--- src/design/rfic_regs.svh ---
// reset controller constants: timing counts, reset values, widths
`ifndef RFIC_REGS_SVH
`define RFIC_REGS_SVH

// clock and reset hold timing
`define RFIC_CLK_PERIOD_NS 20
`define RFIC_RST_HOLD_NS 200
// least time, rounded up to whole cycles
`define RFIC_RST_HOLD_CYC ((`RFIC_RST_HOLD_NS + `RFIC_CLK_PERIOD_NS - 1) / `RFIC_CLK_PERIOD_NS)
`define RFIC_CNT_W 4

// stack pointer width and initial values
`define RFIC_SP_W 3
`define RFIC_SP_TOP 3'h7
`define RFIC_SP_ZERO 3'h0

// flag reset values
`define RFIC_TIMEOUT_RST 1'h0
`define RFIC_POWERDOWN_RST 1'h0
`define RFIC_LV_CAUSE_RST 1'h0

`endif

--- src/design/rfic_pkg.sv ---
// reset controller types: sequencer states and reset causes
package rfic_pkg;

  // gray along run -> full -> run; warm is the side branch
  typedef enum logic [1:0]
  {
    ST_RUN  = 2'h0,
    ST_FULL = 2'h1,
    ST_WARM = 2'h2
  } rfic_state_type;

  typedef enum logic [1:0]
  {
    CS_POR      = 2'h0,
    CS_LVR      = 2'h1,
    CS_WDT_RUN  = 2'h2,
    CS_WDT_IDLE = 2'h3
  } rfic_cause_type;

endpackage : rfic_pkg

--- src/design/rfic_sync2.sv ---
// two flip-flop synchroniser for one asynchronous level
`timescale 1ns/10ps
`default_nettype none

module rfic_sync2
(
  // clock and reset
  input wire logic i_clk,
  input wire logic i_reset_n,
  // level in and out
  input wire logic i_async,
  output logic o_sync
);

  logic meta_ff;

  // first stage is read only by the second
  always_ff @(posedge i_clk or negedge i_reset_n)
  begin
    if (!i_reset_n)
    begin
      meta_ff <= 1'h0;
      o_sync <= 1'h0;
    end
    else
    begin
      meta_ff <= i_async;
      o_sync <= meta_ff;
    end
  end

endmodule : rfic_sync2

`default_nettype wire

--- src/design/rfic_top.sv ---
// reset sequencer: cause tracking, status flags and init strobes
// Summary of operation
// - A watchdog time-out in fast or slow mode causes a full reset and sets the time-out flag.
// - A watchdog time-out in sleep or idle clears only program counter and stack pointer.
// - A watchdog time-out in sleep or idle sets both time-out and power-down flags.
// - Both flags live in the status word, follow sleep entry and watchdog events, and power-on clears them.
// - A low-voltage reset in fast or slow mode leaves both flags as they were.
// - After power-on every interrupt source stays disabled until software enables it.
// - After power-on the watchdog counter is cleared and then counts at once.
// - After power-on all timers are stopped.
// - After power-on every general I/O pin is an input.
// - After power-on the stack pointer points at the top of the stack.
// - Registers initialise on power-on and run-mode watchdog reset, while a sleep watchdog reset clears only the program counter low byte and the stack pointer.
// - A low-voltage condition outside sleep and idle resets the device and sets a cause flag that only software or power-on clears.
`timescale 1ns/10ps
`default_nettype none
`include "rfic_regs.svh"

module rfic_top
(
  // clock and power-on reset
  input wire logic i_clk,
  input wire logic i_reset_n,
  // events from watchdog, supply monitor and core
  input wire logic i_wdt_timeout,
  input wire logic i_low_voltage,
  input wire logic i_sleep_mode,
  input wire logic i_sleep_enter,
  input wire logic i_wdt_clr,
  // software controls
  input wire logic i_lv_cause_clr,
  input wire logic i_int_sw_enable,
  // status flags
  output logic o_timeout_flag,
  output logic o_powerdown_flag,
  output logic o_low_voltage_reset_cause,
  // reset strobes to core and peripherals
  output logic o_regs_init,
  output logic o_pc_clear,
  output logic o_sp_load,
  output logic [`RFIC_SP_W-1:0] o_sp_value,
  output logic o_wdt_clear,
  output logic o_timer_stop,
  output logic o_io_input,
  output logic o_int_disable,
  output rfic_pkg::rfic_state_type o_state
);

  import rfic_pkg::*;

  localparam logic [`RFIC_CNT_W-1:0] HOLD_LAST =
    `RFIC_CNT_W'(`RFIC_RST_HOLD_CYC - 1);

  rfic_state_type state_ff, nxt_state;
  rfic_cause_type cause_ff, nxt_cause;
  logic [`RFIC_CNT_W-1:0] cnt_ff, nxt_cnt;
  logic timeout_ff, nxt_timeout;
  logic powerdown_ff, nxt_powerdown;
  logic lv_cause_ff, nxt_lv_cause;
  logic int_dis_ff, nxt_int_dis;
  logic lv_sync;
  wire in_run;
  wire wdt_run_evt;
  wire wdt_idle_evt;
  wire lvr_evt;
  wire lv_hold;
  wire release_evt;

  // supply monitor is analog and asynchronous to the clock
  rfic_sync2 u_lv_sync
  (
    .i_clk(i_clk),
    .i_reset_n(i_reset_n),
    .i_async(i_low_voltage),
    .o_sync(lv_sync)
  );

  // event decode; events only count while the core runs
  assign in_run = (state_ff == ST_RUN);
  assign wdt_run_evt = in_run && i_wdt_timeout && !i_sleep_mode;
  assign wdt_idle_evt = in_run && i_wdt_timeout && i_sleep_mode;
  // the supply monitor is off in sleep and idle
  assign lvr_evt = in_run && lv_sync && !i_sleep_mode;
  // a lasting low supply keeps the full reset applied
  assign lv_hold = (state_ff == ST_FULL) && (cause_ff == CS_LVR) && lv_sync;
  assign release_evt = !in_run && (cnt_ff == HOLD_LAST) && !lv_hold;

  // sequencer next state; low voltage beats watchdog in the same cycle
  always_comb
  begin
    nxt_state = state_ff;
    nxt_cause = cause_ff;
    case (state_ff)
      ST_RUN:
      begin
        if (lvr_evt)
        begin
          nxt_state = ST_FULL;
          nxt_cause = CS_LVR;
        end
        else if (wdt_run_evt)
        begin
          nxt_state = ST_FULL;
          nxt_cause = CS_WDT_RUN;
        end
        else if (wdt_idle_evt)
        begin
          nxt_state = ST_WARM;
          nxt_cause = CS_WDT_IDLE;
        end
      end
      ST_FULL, ST_WARM:
      begin
        if (release_evt)
          nxt_state = ST_RUN;
      end
      default:
        nxt_state = ST_FULL;
    endcase
  end

  // hold counter restarts on entry and while low voltage persists
  assign nxt_cnt = (in_run || lv_hold) ? `RFIC_CNT_W'h0 :
                   (release_evt ? `RFIC_CNT_W'h0 : cnt_ff + `RFIC_CNT_W'h1);

  // status flags; hardware sets win over clears in the same cycle
  assign nxt_timeout =
    (release_evt && (cause_ff == CS_WDT_RUN)) ? 1'h1 :
    (release_evt && (cause_ff == CS_WDT_IDLE)) ? 1'h1 :
    (in_run && (i_sleep_enter || i_wdt_clr)) ? 1'h0 :
    timeout_ff;
  assign nxt_powerdown =
    (release_evt && (cause_ff == CS_WDT_IDLE)) ? 1'h1 :
    (in_run && i_sleep_enter) ? 1'h1 :
    (in_run && i_wdt_clr) ? 1'h0 :
    powerdown_ff;
  assign nxt_lv_cause = lvr_evt ? 1'h1 :
                        (i_lv_cause_clr ? 1'h0 : lv_cause_ff);

  // interrupts stay masked after a full reset until software opens them
  assign nxt_int_dis = (nxt_state == ST_FULL) ? 1'h1 :
                       ((in_run && i_int_sw_enable) ? 1'h0 : int_dis_ff);

  // power-on enters a full reset with cleared flags
  always_ff @(posedge i_clk or negedge i_reset_n)
  begin
    if (!i_reset_n)
    begin
      state_ff <= ST_FULL;
      cause_ff <= CS_POR;
      cnt_ff <= `RFIC_CNT_W'h0;
      timeout_ff <= `RFIC_TIMEOUT_RST;
      powerdown_ff <= `RFIC_POWERDOWN_RST;
      lv_cause_ff <= `RFIC_LV_CAUSE_RST;
      int_dis_ff <= 1'h1;
    end
    else
    begin
      state_ff <= nxt_state;
      cause_ff <= nxt_cause;
      cnt_ff <= nxt_cnt;
      timeout_ff <= nxt_timeout;
      powerdown_ff <= nxt_powerdown;
      lv_cause_ff <= nxt_lv_cause;
      int_dis_ff <= nxt_int_dis;
    end
  end

  // reset strobes registered from the next state so they drop at release
  always_ff @(posedge i_clk or negedge i_reset_n)
  begin
    if (!i_reset_n)
    begin
      o_regs_init <= 1'h1;
      o_pc_clear <= 1'h1;
      o_sp_load <= 1'h1;
      o_sp_value <= `RFIC_SP_TOP;
      o_wdt_clear <= 1'h1;
      o_timer_stop <= 1'h1;
      o_io_input <= 1'h1;
    end
    else
    begin
      o_regs_init <= (nxt_state == ST_FULL);
      o_pc_clear <= (nxt_state != ST_RUN);
      o_sp_load <= (nxt_state != ST_RUN);
      o_sp_value <= (nxt_state == ST_WARM) ? `RFIC_SP_ZERO : `RFIC_SP_TOP;
      o_wdt_clear <= (nxt_state == ST_FULL);
      o_timer_stop <= (nxt_state == ST_FULL);
      o_io_input <= (nxt_state == ST_FULL);
    end
  end

  // flag and state outputs come straight from their flops
  assign o_timeout_flag = timeout_ff;
  assign o_powerdown_flag = powerdown_ff;
  assign o_low_voltage_reset_cause = lv_cause_ff;
  assign o_int_disable = int_dis_ff;
  assign o_state = state_ff;

  // checks on the sequencing
  a_wdt_run_reset: assert property (@(posedge i_clk) disable iff (!i_reset_n)
    wdt_run_evt && !lvr_evt |=> o_regs_init [*8])
    else $error("run watchdog did not give full reset");
  a_wdt_run_flag: assert property (@(posedge i_clk) disable iff (!i_reset_n)
    wdt_run_evt && !lvr_evt |-> ##11 (o_timeout_flag && !o_regs_init))
    else $error("time-out flag not set after run watchdog");
  a_wdt_idle_warm: assert property (@(posedge i_clk) disable iff (!i_reset_n)
    wdt_idle_evt |=> (o_pc_clear && !o_regs_init && o_sp_value == 3'h0) [*8])
    else $error("sleep watchdog touched more than pc and sp");
  a_wdt_idle_flags: assert property (@(posedge i_clk) disable iff (!i_reset_n)
    wdt_idle_evt |-> ##11 (o_timeout_flag && o_powerdown_flag && !o_pc_clear))
    else $error("sleep watchdog flags wrong");
  a_por_flags_low: assert property (@(posedge i_clk) disable iff (!i_reset_n)
    (o_regs_init && cause_ff == CS_POR) |-> (!o_timeout_flag && !o_powerdown_flag))
    else $error("flags not clear during power-on reset");
  a_lvr_flags_kept: assert property (@(posedge i_clk) disable iff (!i_reset_n)
    lvr_evt |-> ##11 (o_timeout_flag == $past(o_timeout_flag, 11)
      && o_powerdown_flag == $past(o_powerdown_flag, 11)))
    else $error("low-voltage reset changed status flags");
  a_int_stay_off: assert property (@(posedge i_clk) disable iff (!i_reset_n)
    $fell(o_regs_init) |-> o_int_disable [*2])
    else $error("interrupts enabled without software");
  a_wdt_starts: assert property (@(posedge i_clk) disable iff (!i_reset_n)
    $fell(o_regs_init) |-> (!o_wdt_clear && $past(o_wdt_clear)))
    else $error("watchdog clear not released with reset");
  a_full_init_set: assert property (@(posedge i_clk) disable iff (!i_reset_n)
    o_regs_init |-> (o_timer_stop && o_io_input && o_sp_value == 3'h7))
    else $error("timers, ports or stack not initialised");
  a_lvr_cause_set: assert property (@(posedge i_clk) disable iff (!i_reset_n)
    lvr_evt |=> (o_low_voltage_reset_cause && o_regs_init))
    else $error("low-voltage cause flag not set");
  a_release_edge: assert property (@(posedge i_clk) disable iff (!i_reset_n)
    ($fell(o_regs_init) && $past(cause_ff) == CS_WDT_RUN) |-> o_timeout_flag)
    else $error("flag update not aligned with release");

endmodule : rfic_top

`default_nettype wire

--- config.mk ---
export PLATFORM = sky130hd
export DESIGN_NAME = rfic_top
export DESIGN_NICKNAME = d
export VERILOG_FILES = /design/src/design/rfic_pkg.sv /design/src/design/rfic_sync2.sv /design/src/design/rfic_top.sv
export VERILOG_INCLUDE_DIRS = /design/src /design/src/design
export SDC_FILE = /design/constraint.sdc
export NUM_CORES = 1
export LEC_CHECK = 0
export ABC_AREA = 1
export BUFFER_PORTS_ARGS = -buffer_cell sky130_fd_sc_hd__buf_4
export CELL_PAD_IN_SITES_DETAIL_PLACEMENT = 2
export CELL_PAD_IN_SITES_GLOBAL_PLACEMENT = 2
export CORE_MARGIN = 4
export CORE_UTILIZATION = 32
export DETAILED_ROUTE_END_ITERATION = 10
export MAX_ROUTING_LAYER = met4
export PLACE_DENSITY = 0.88
export SLEW_MARGIN = 20
export SYNTH_ARGS = -nofsm -noshare
export SYNTH_HDL_FRONTEND = slang
export SYNTH_SLANG_ARGS = --single-unit
--- constraint.sdc ---
create_clock -name i_clk -period 3.3 [get_ports i_clk]
set_clock_uncertainty 0.05 [all_clocks]
set_input_delay 0.66 -clock i_clk [delete_from_list [all_inputs] [get_ports i_clk]]
set_output_delay 0.66 -clock i_clk [all_outputs]
set_load 0.1 [all_outputs]
# --- Word-level counts from Yosys, hierarchy flattened ---
# Cells that the tools add are included.
totals:
  register_bits: 19
  wordCells: 71
classes:
  muxes: 21
  n_reduce_logical: 29
  eq_ne: 8
  add_sub_neg: 1
ops:
  columns: ["op", "n"]
  rows:
  - ["logical AND 1 bit", 15]
  - ["2-to-1 mux 2 bit", 7]
  - ["2-to-1 mux 1 bit", 10]
  - ["nonzero test 3 bit", 3]
  - ["equality test 2 bit (second input constant)", 4]
  - ["2-to-1 mux 4 bit", 2]
  - ["equality test 2 x 1 -> 1 bit (second input constant)", 3]
  - ["nonzero test 2 bit", 3]
  - ["adder 4 x 1 -> 4 bit (second input constant)", 1]
  - ["equality test 4 bit (second input constant)", 1]
  - ["one-hot mux 2 bit (2 select lines)", 1]
  - ["zero test 1 bit", 3]
  - ["2-to-1 mux 3 bit", 1]
  - ["zero test 2 bit", 1]
  - ["logical OR 1 bit", 2]
  - ["AND reduction 2 bit", 1]
  - ["OR reduction 2 bit", 1]

# --- Logic depth before layout (Yosys ltp) ---
logic_depth:
  word_depth: 9
  depth_mapped: 12
  mapped_depth_nobuf: 11

# --- Cells and area by module ---
# A second synthesis with hierarchy kept.
unflattened:
  cells_unflattened: 96
  area_unflattened_um2: 888.4
modules_own_cells:
  columns: ["module", "cells_each", "area_per_inst_um2", "n_inst"]
  rows:
  - ["rfic_top", 94, 838.3, 1]
  - ["rfic_sync2", 2, 50.0, 1]

# --- Least setup slack after synthesis ---
# No wires, ideal clock.
synth_path:
  path_type: "reg2reg"
  start: "reg state_ff[1], in the netlist o_state[1]"
  end: "reg int_dis_ff, in the netlist o_int_disable"
  arrival_time_ns: 1.965
  n_path_buf: 1
  stages_incl_launch_ff: 12
  slack_ns: 1.210
  setup_ns: 0.075
  path_cell_list: "dfrtp_1 inv_1 ha_1 buf_6 inv_6 nand2_4 nor2_4 nand2_2 nand2_2 nand3_4 nand2_2 nand2_2"
synth_via:
  elab_chain_len: 9
  word_cells_on_any_way: 24
  classes_between: "eq/ne (3); mux (6); reduce/logical (15)"
synth_lines:
  columns: ["element", "line", "source"]
  rows:
  - ["start: declaration", "rfic_top.sv:54", "rfic_state_type state_ff, nxt_state;"]
  - ["start signal: assignment", "rfic_top.sv:159", "state_ff <= nxt_state;"]
  - ["zero test 2 bit or equality test 2 x 1 -> 1 bit (tied branches)", "rfic_top.sv:79, rfic_top.sv:93, rfic_top.sv:85", null]
  - ["logical AND 1 bit, on equally long branches", "rfic_top.sv:80, rfic_top.sv:81, rfic_top.sv:85", null]
  - ["logical AND 1 bit, on equally long branches", "rfic_top.sv:81, rfic_top.sv:85", null]
  - ["2-to-1 mux 2 bit or zero test 1 bit (tied branches)", "rfic_top.sv:106, rfic_top.sv:86", null]
  - ["2-to-1 mux 2 bit or logical AND 1 bit (tied branches)", "rfic_top.sv:101, rfic_top.sv:86", null]
  - ["2-to-1 mux 2 bit, on equally long branches", "rfic_top.sv:96, rfic_top.sv:114", null]
  - ["one-hot mux 2 bit (2 select lines) (*)", "rfic_top.sv:93", "case (state_ff)"]
  - ["net nxt_state[0]", "rfic_top.sv:54", null]
  - ["equality test 2 x 1 -> 1 bit (*)", "rfic_top.sv:141", "assign nxt_int_dis = (nxt_state == ST_FULL) ? 1'h1 :"]
  - ["2-to-1 mux 1 bit or nonzero test 2 bit (tied branches)", null, null]
  - ["end signal: assignment", "rfic_top.sv:165", "int_dis_ff <= nxt_int_dis;"]
  - ["end: declaration", "rfic_top.sv:60", "logic int_dis_ff, nxt_int_dis;"]
# Mark *: on every way through the listed nets, which the timed path passes. The rest lies on a longest branch.
# A chain may end at the register's enable or synchronous reset.

# --- Worst setup path in the final report ---
layout_path:
  start: "reg state_ff[0], in the netlist o_state[0]"
  end: "out o_state[0]"
layout_rtl:
  columns: ["element", "line", "source"]
  rows:
  - ["end: declaration", "rfic_top.sv:46", "output rfic_pkg::rfic_state_type o_state"]
# No word-level cell between the ends.

==> out/qor.yml <==
floorplanning:
  start_util_pct: 34.60
  num_rows: 18
  die_w_um: 60.69
  fp.dieArea_um2: 3683
  coreArea_um2: 2567
  dieHeight_um: 60.69
  ioPinCount: 24
timing:
  post-route-period-util_pct: 57.29
  tightestPinTransition_ps: 436.5
  rsz0062_at_grt: "no"
  min_period_ps: 1891
  fmax_mhz: 528.9
  tns_ps: 0
  worst_slack_ps: 1409
  relSlewSlack_pct: 70.90
  drv_slew: 0
  setup_viol: 0
  hold_violations: 0
detailed_routing:
  num_vias: 652
  drc: 0
  drt_wl_total_mm: 2.060
  dr.pass1.iters: 3
  ant_nets: 0
  routedWlPerCell_um: 14.11
  drt-initial-drc-count: 19
  viasPerCell: 4.466
placement:
  io_buffers: 23
  dp.cells: 142
  hpwlAfterDp_mm: 1.702
  place_ws_ps: 1522
  gp_congestion: 0.7103
critical_path:
  critPathTopFamily: "flip-flops"
  cp_max_fo: 6
  rr_worst_depth: 10
  crit_slowest_cell: "dfstp_2"
  r2r-start: "o_state[0]"
  cpPeakStageDelay_ps: 590
  critPathKind: "reg -> out"
  path_depth: 1
  critPathLaunchType: "flip-flop"
  arrival_ps: 1180
  critical_path_buf_inv_count: 1
  cp-startpoint: "o_state[0]"
  crit_required_ps: 2590
  critPathCaptureType: "output port"
  r2r_slack_ps: 1530
  r2r-end: "o_int_disable"
  path_cells: "buf_4"
logic_synthesis:
  synth_ff_type: "dfrtp_1"
  yosysSeqAreaShare_pct: 48.59
  synth.largest_area_cell: "dfrtp_1"
  synth_area_per_cell_um2: 9.254
  synth_edf_count: 0
  yosysWarnings: 0
  synthCells: 96
  async_reset_ff_share_pct: 100.0
  syn_nets: 110
  synth_top_area_share_pct: 33.80
  synth_area_leaders: "dfrtp_1, dfstp_2, nand2_1"
  syn_area_um2: 888.4
  ys_seq_elements: 17
  synth_cell_type_count: 21
clock_network:
  htree_levels: 1
  clk_pin_slew_ps: 90
  cts_tree: "built"
  cts_root_buf: "clkbuf_4"
  ctsLongestPathBuffers: 2
  post_cts_resize_count: 0
  clkLatencyLatePin_ps: 280
  ctsHoldBuffers: 0
  numCtsBuffers: 3
  postCtsSetupRepairBufs: 0
  cts_sinks: 17
layout:
  area_growth_pct: 20.28
  finalNetCount: 131
  drive_above_1_share_pct: 38.79
  fill_cells: 300
  seqCellArea_um2: 431.7
  fin_cells: 146
  diodes: 0
  multi_input_area_um2: 327.8
grt:
  antenna_found_initial: 0
  grt_use_total_pct: 13.68
  first_global_vias: 773
  grt_overflow: 0
  grt_max_degree: 18
  grt_pass1_wl_mm: 3.588
status:
  status: "complete, no violations"
flow_run:
  drv_cap: 0
worst_hold_path:
  hp-class: "in -> async"
[worst max path at each step]
stage	to	slack, ps
global placement	o_io_input	1610
detailed placement	o_int_disable	1520
finish	o_state[0]	1410
floorplan	o_int_disable	1210
global route	o_state[0]	1360
CTS	o_state[0]	1390
[per-stage QoR]
stage / hold slack [ps] / instance area (µm²) / util, %
floorplan: 281.2 / 888.4 / -
global route: 174.1 / 1069 / 41.62
detailed placement: 301.1 / 1042 / 40.59
finish: 173.0 / 1069 / 41.62
CTS: 171.0 / 1069 / 41.62
global placement: 285.7 / 1042 / 40.59
[cell type report]
| type | instances | area share, % |
|---|---|---|
| Tap cell | 30 | 3.513 |
| Inverter | 18 | 6.792 |
| Clock buffer | 4 | 2.459 |
| Multi-Input combinational cell | 54 | 30.68 |
| Timing Repair Buffer | 23 | 16.16 |
| Sequential cell | 17 | 40.40 |
[per-layer routing]
metal  global-route usage (%)  up-vias  part of all wire [%]
li1                         -      320                     -
met1                    15.28      325                    38
met2                    24.73        5                    58
met3                    1.915        2                   2.4
met4                    4.644        0                  0.92
met5                        -        -                     0
[state kept, by name, summed over array words and instances, names as in the netlist]
signal / cells
cause_ff: 2
cnt_ff: 4
o_int_disable: 1
o_io_input: 1
o_low_voltage_reset_cause: 1
o_powerdown_flag: 1
o_sp_load: 1
o_sp_value: 1
o_state: 2
o_timeout_flag: 1
u_lv_sync.meta_ff: 1
u_lv_sync.o_sync: 1
[cell usage after synthesis, types with 2 or more instances]
library cell / n
buf_4: 6
dfrtp_1: 12
dfstp_2: 5
ha_1: 5
inv_1: 15
inv_2: 2
nand2_1: 19
nand2_2: 7
nand3_1: 7
nor2_1: 5
o21ai_0: 3
[cell families after synthesis]
logic type / Yosys count / share of synthesized area, %
and+or+nand+nor: 43 / 25.35
adders and majority gates: 5 / 7.042
AOI/OAI and AO/OA: 4 / 2.535
DFF: 17 / 48.59
xor gates and xnor gates: 2 / 1.972
buffers and inverters: 25 / 14.51
[layout by cell type, fill, tap and decap left out]
cell type and count:
nand2_2 7, nor2_4 1, nand3_4 1, nand2_1 19, nand4_1 1, nor2_1 5, nand3_1 7, inv_6 1
nand2_4 1, ha_1 5, xnor2_1 1, xor2_1 1, nand3_2 1, inv_1 15, o211ai_1 1, clkbuf_4 3
dfrtp_1 12, o21ai_0 3, clkbuf_1 1, dfstp_2 5, buf_4 23, inv_2 2
Power is not shown: default switching activity piles up to over one toggle a cycle in this logic, so the estimate is an artifact.
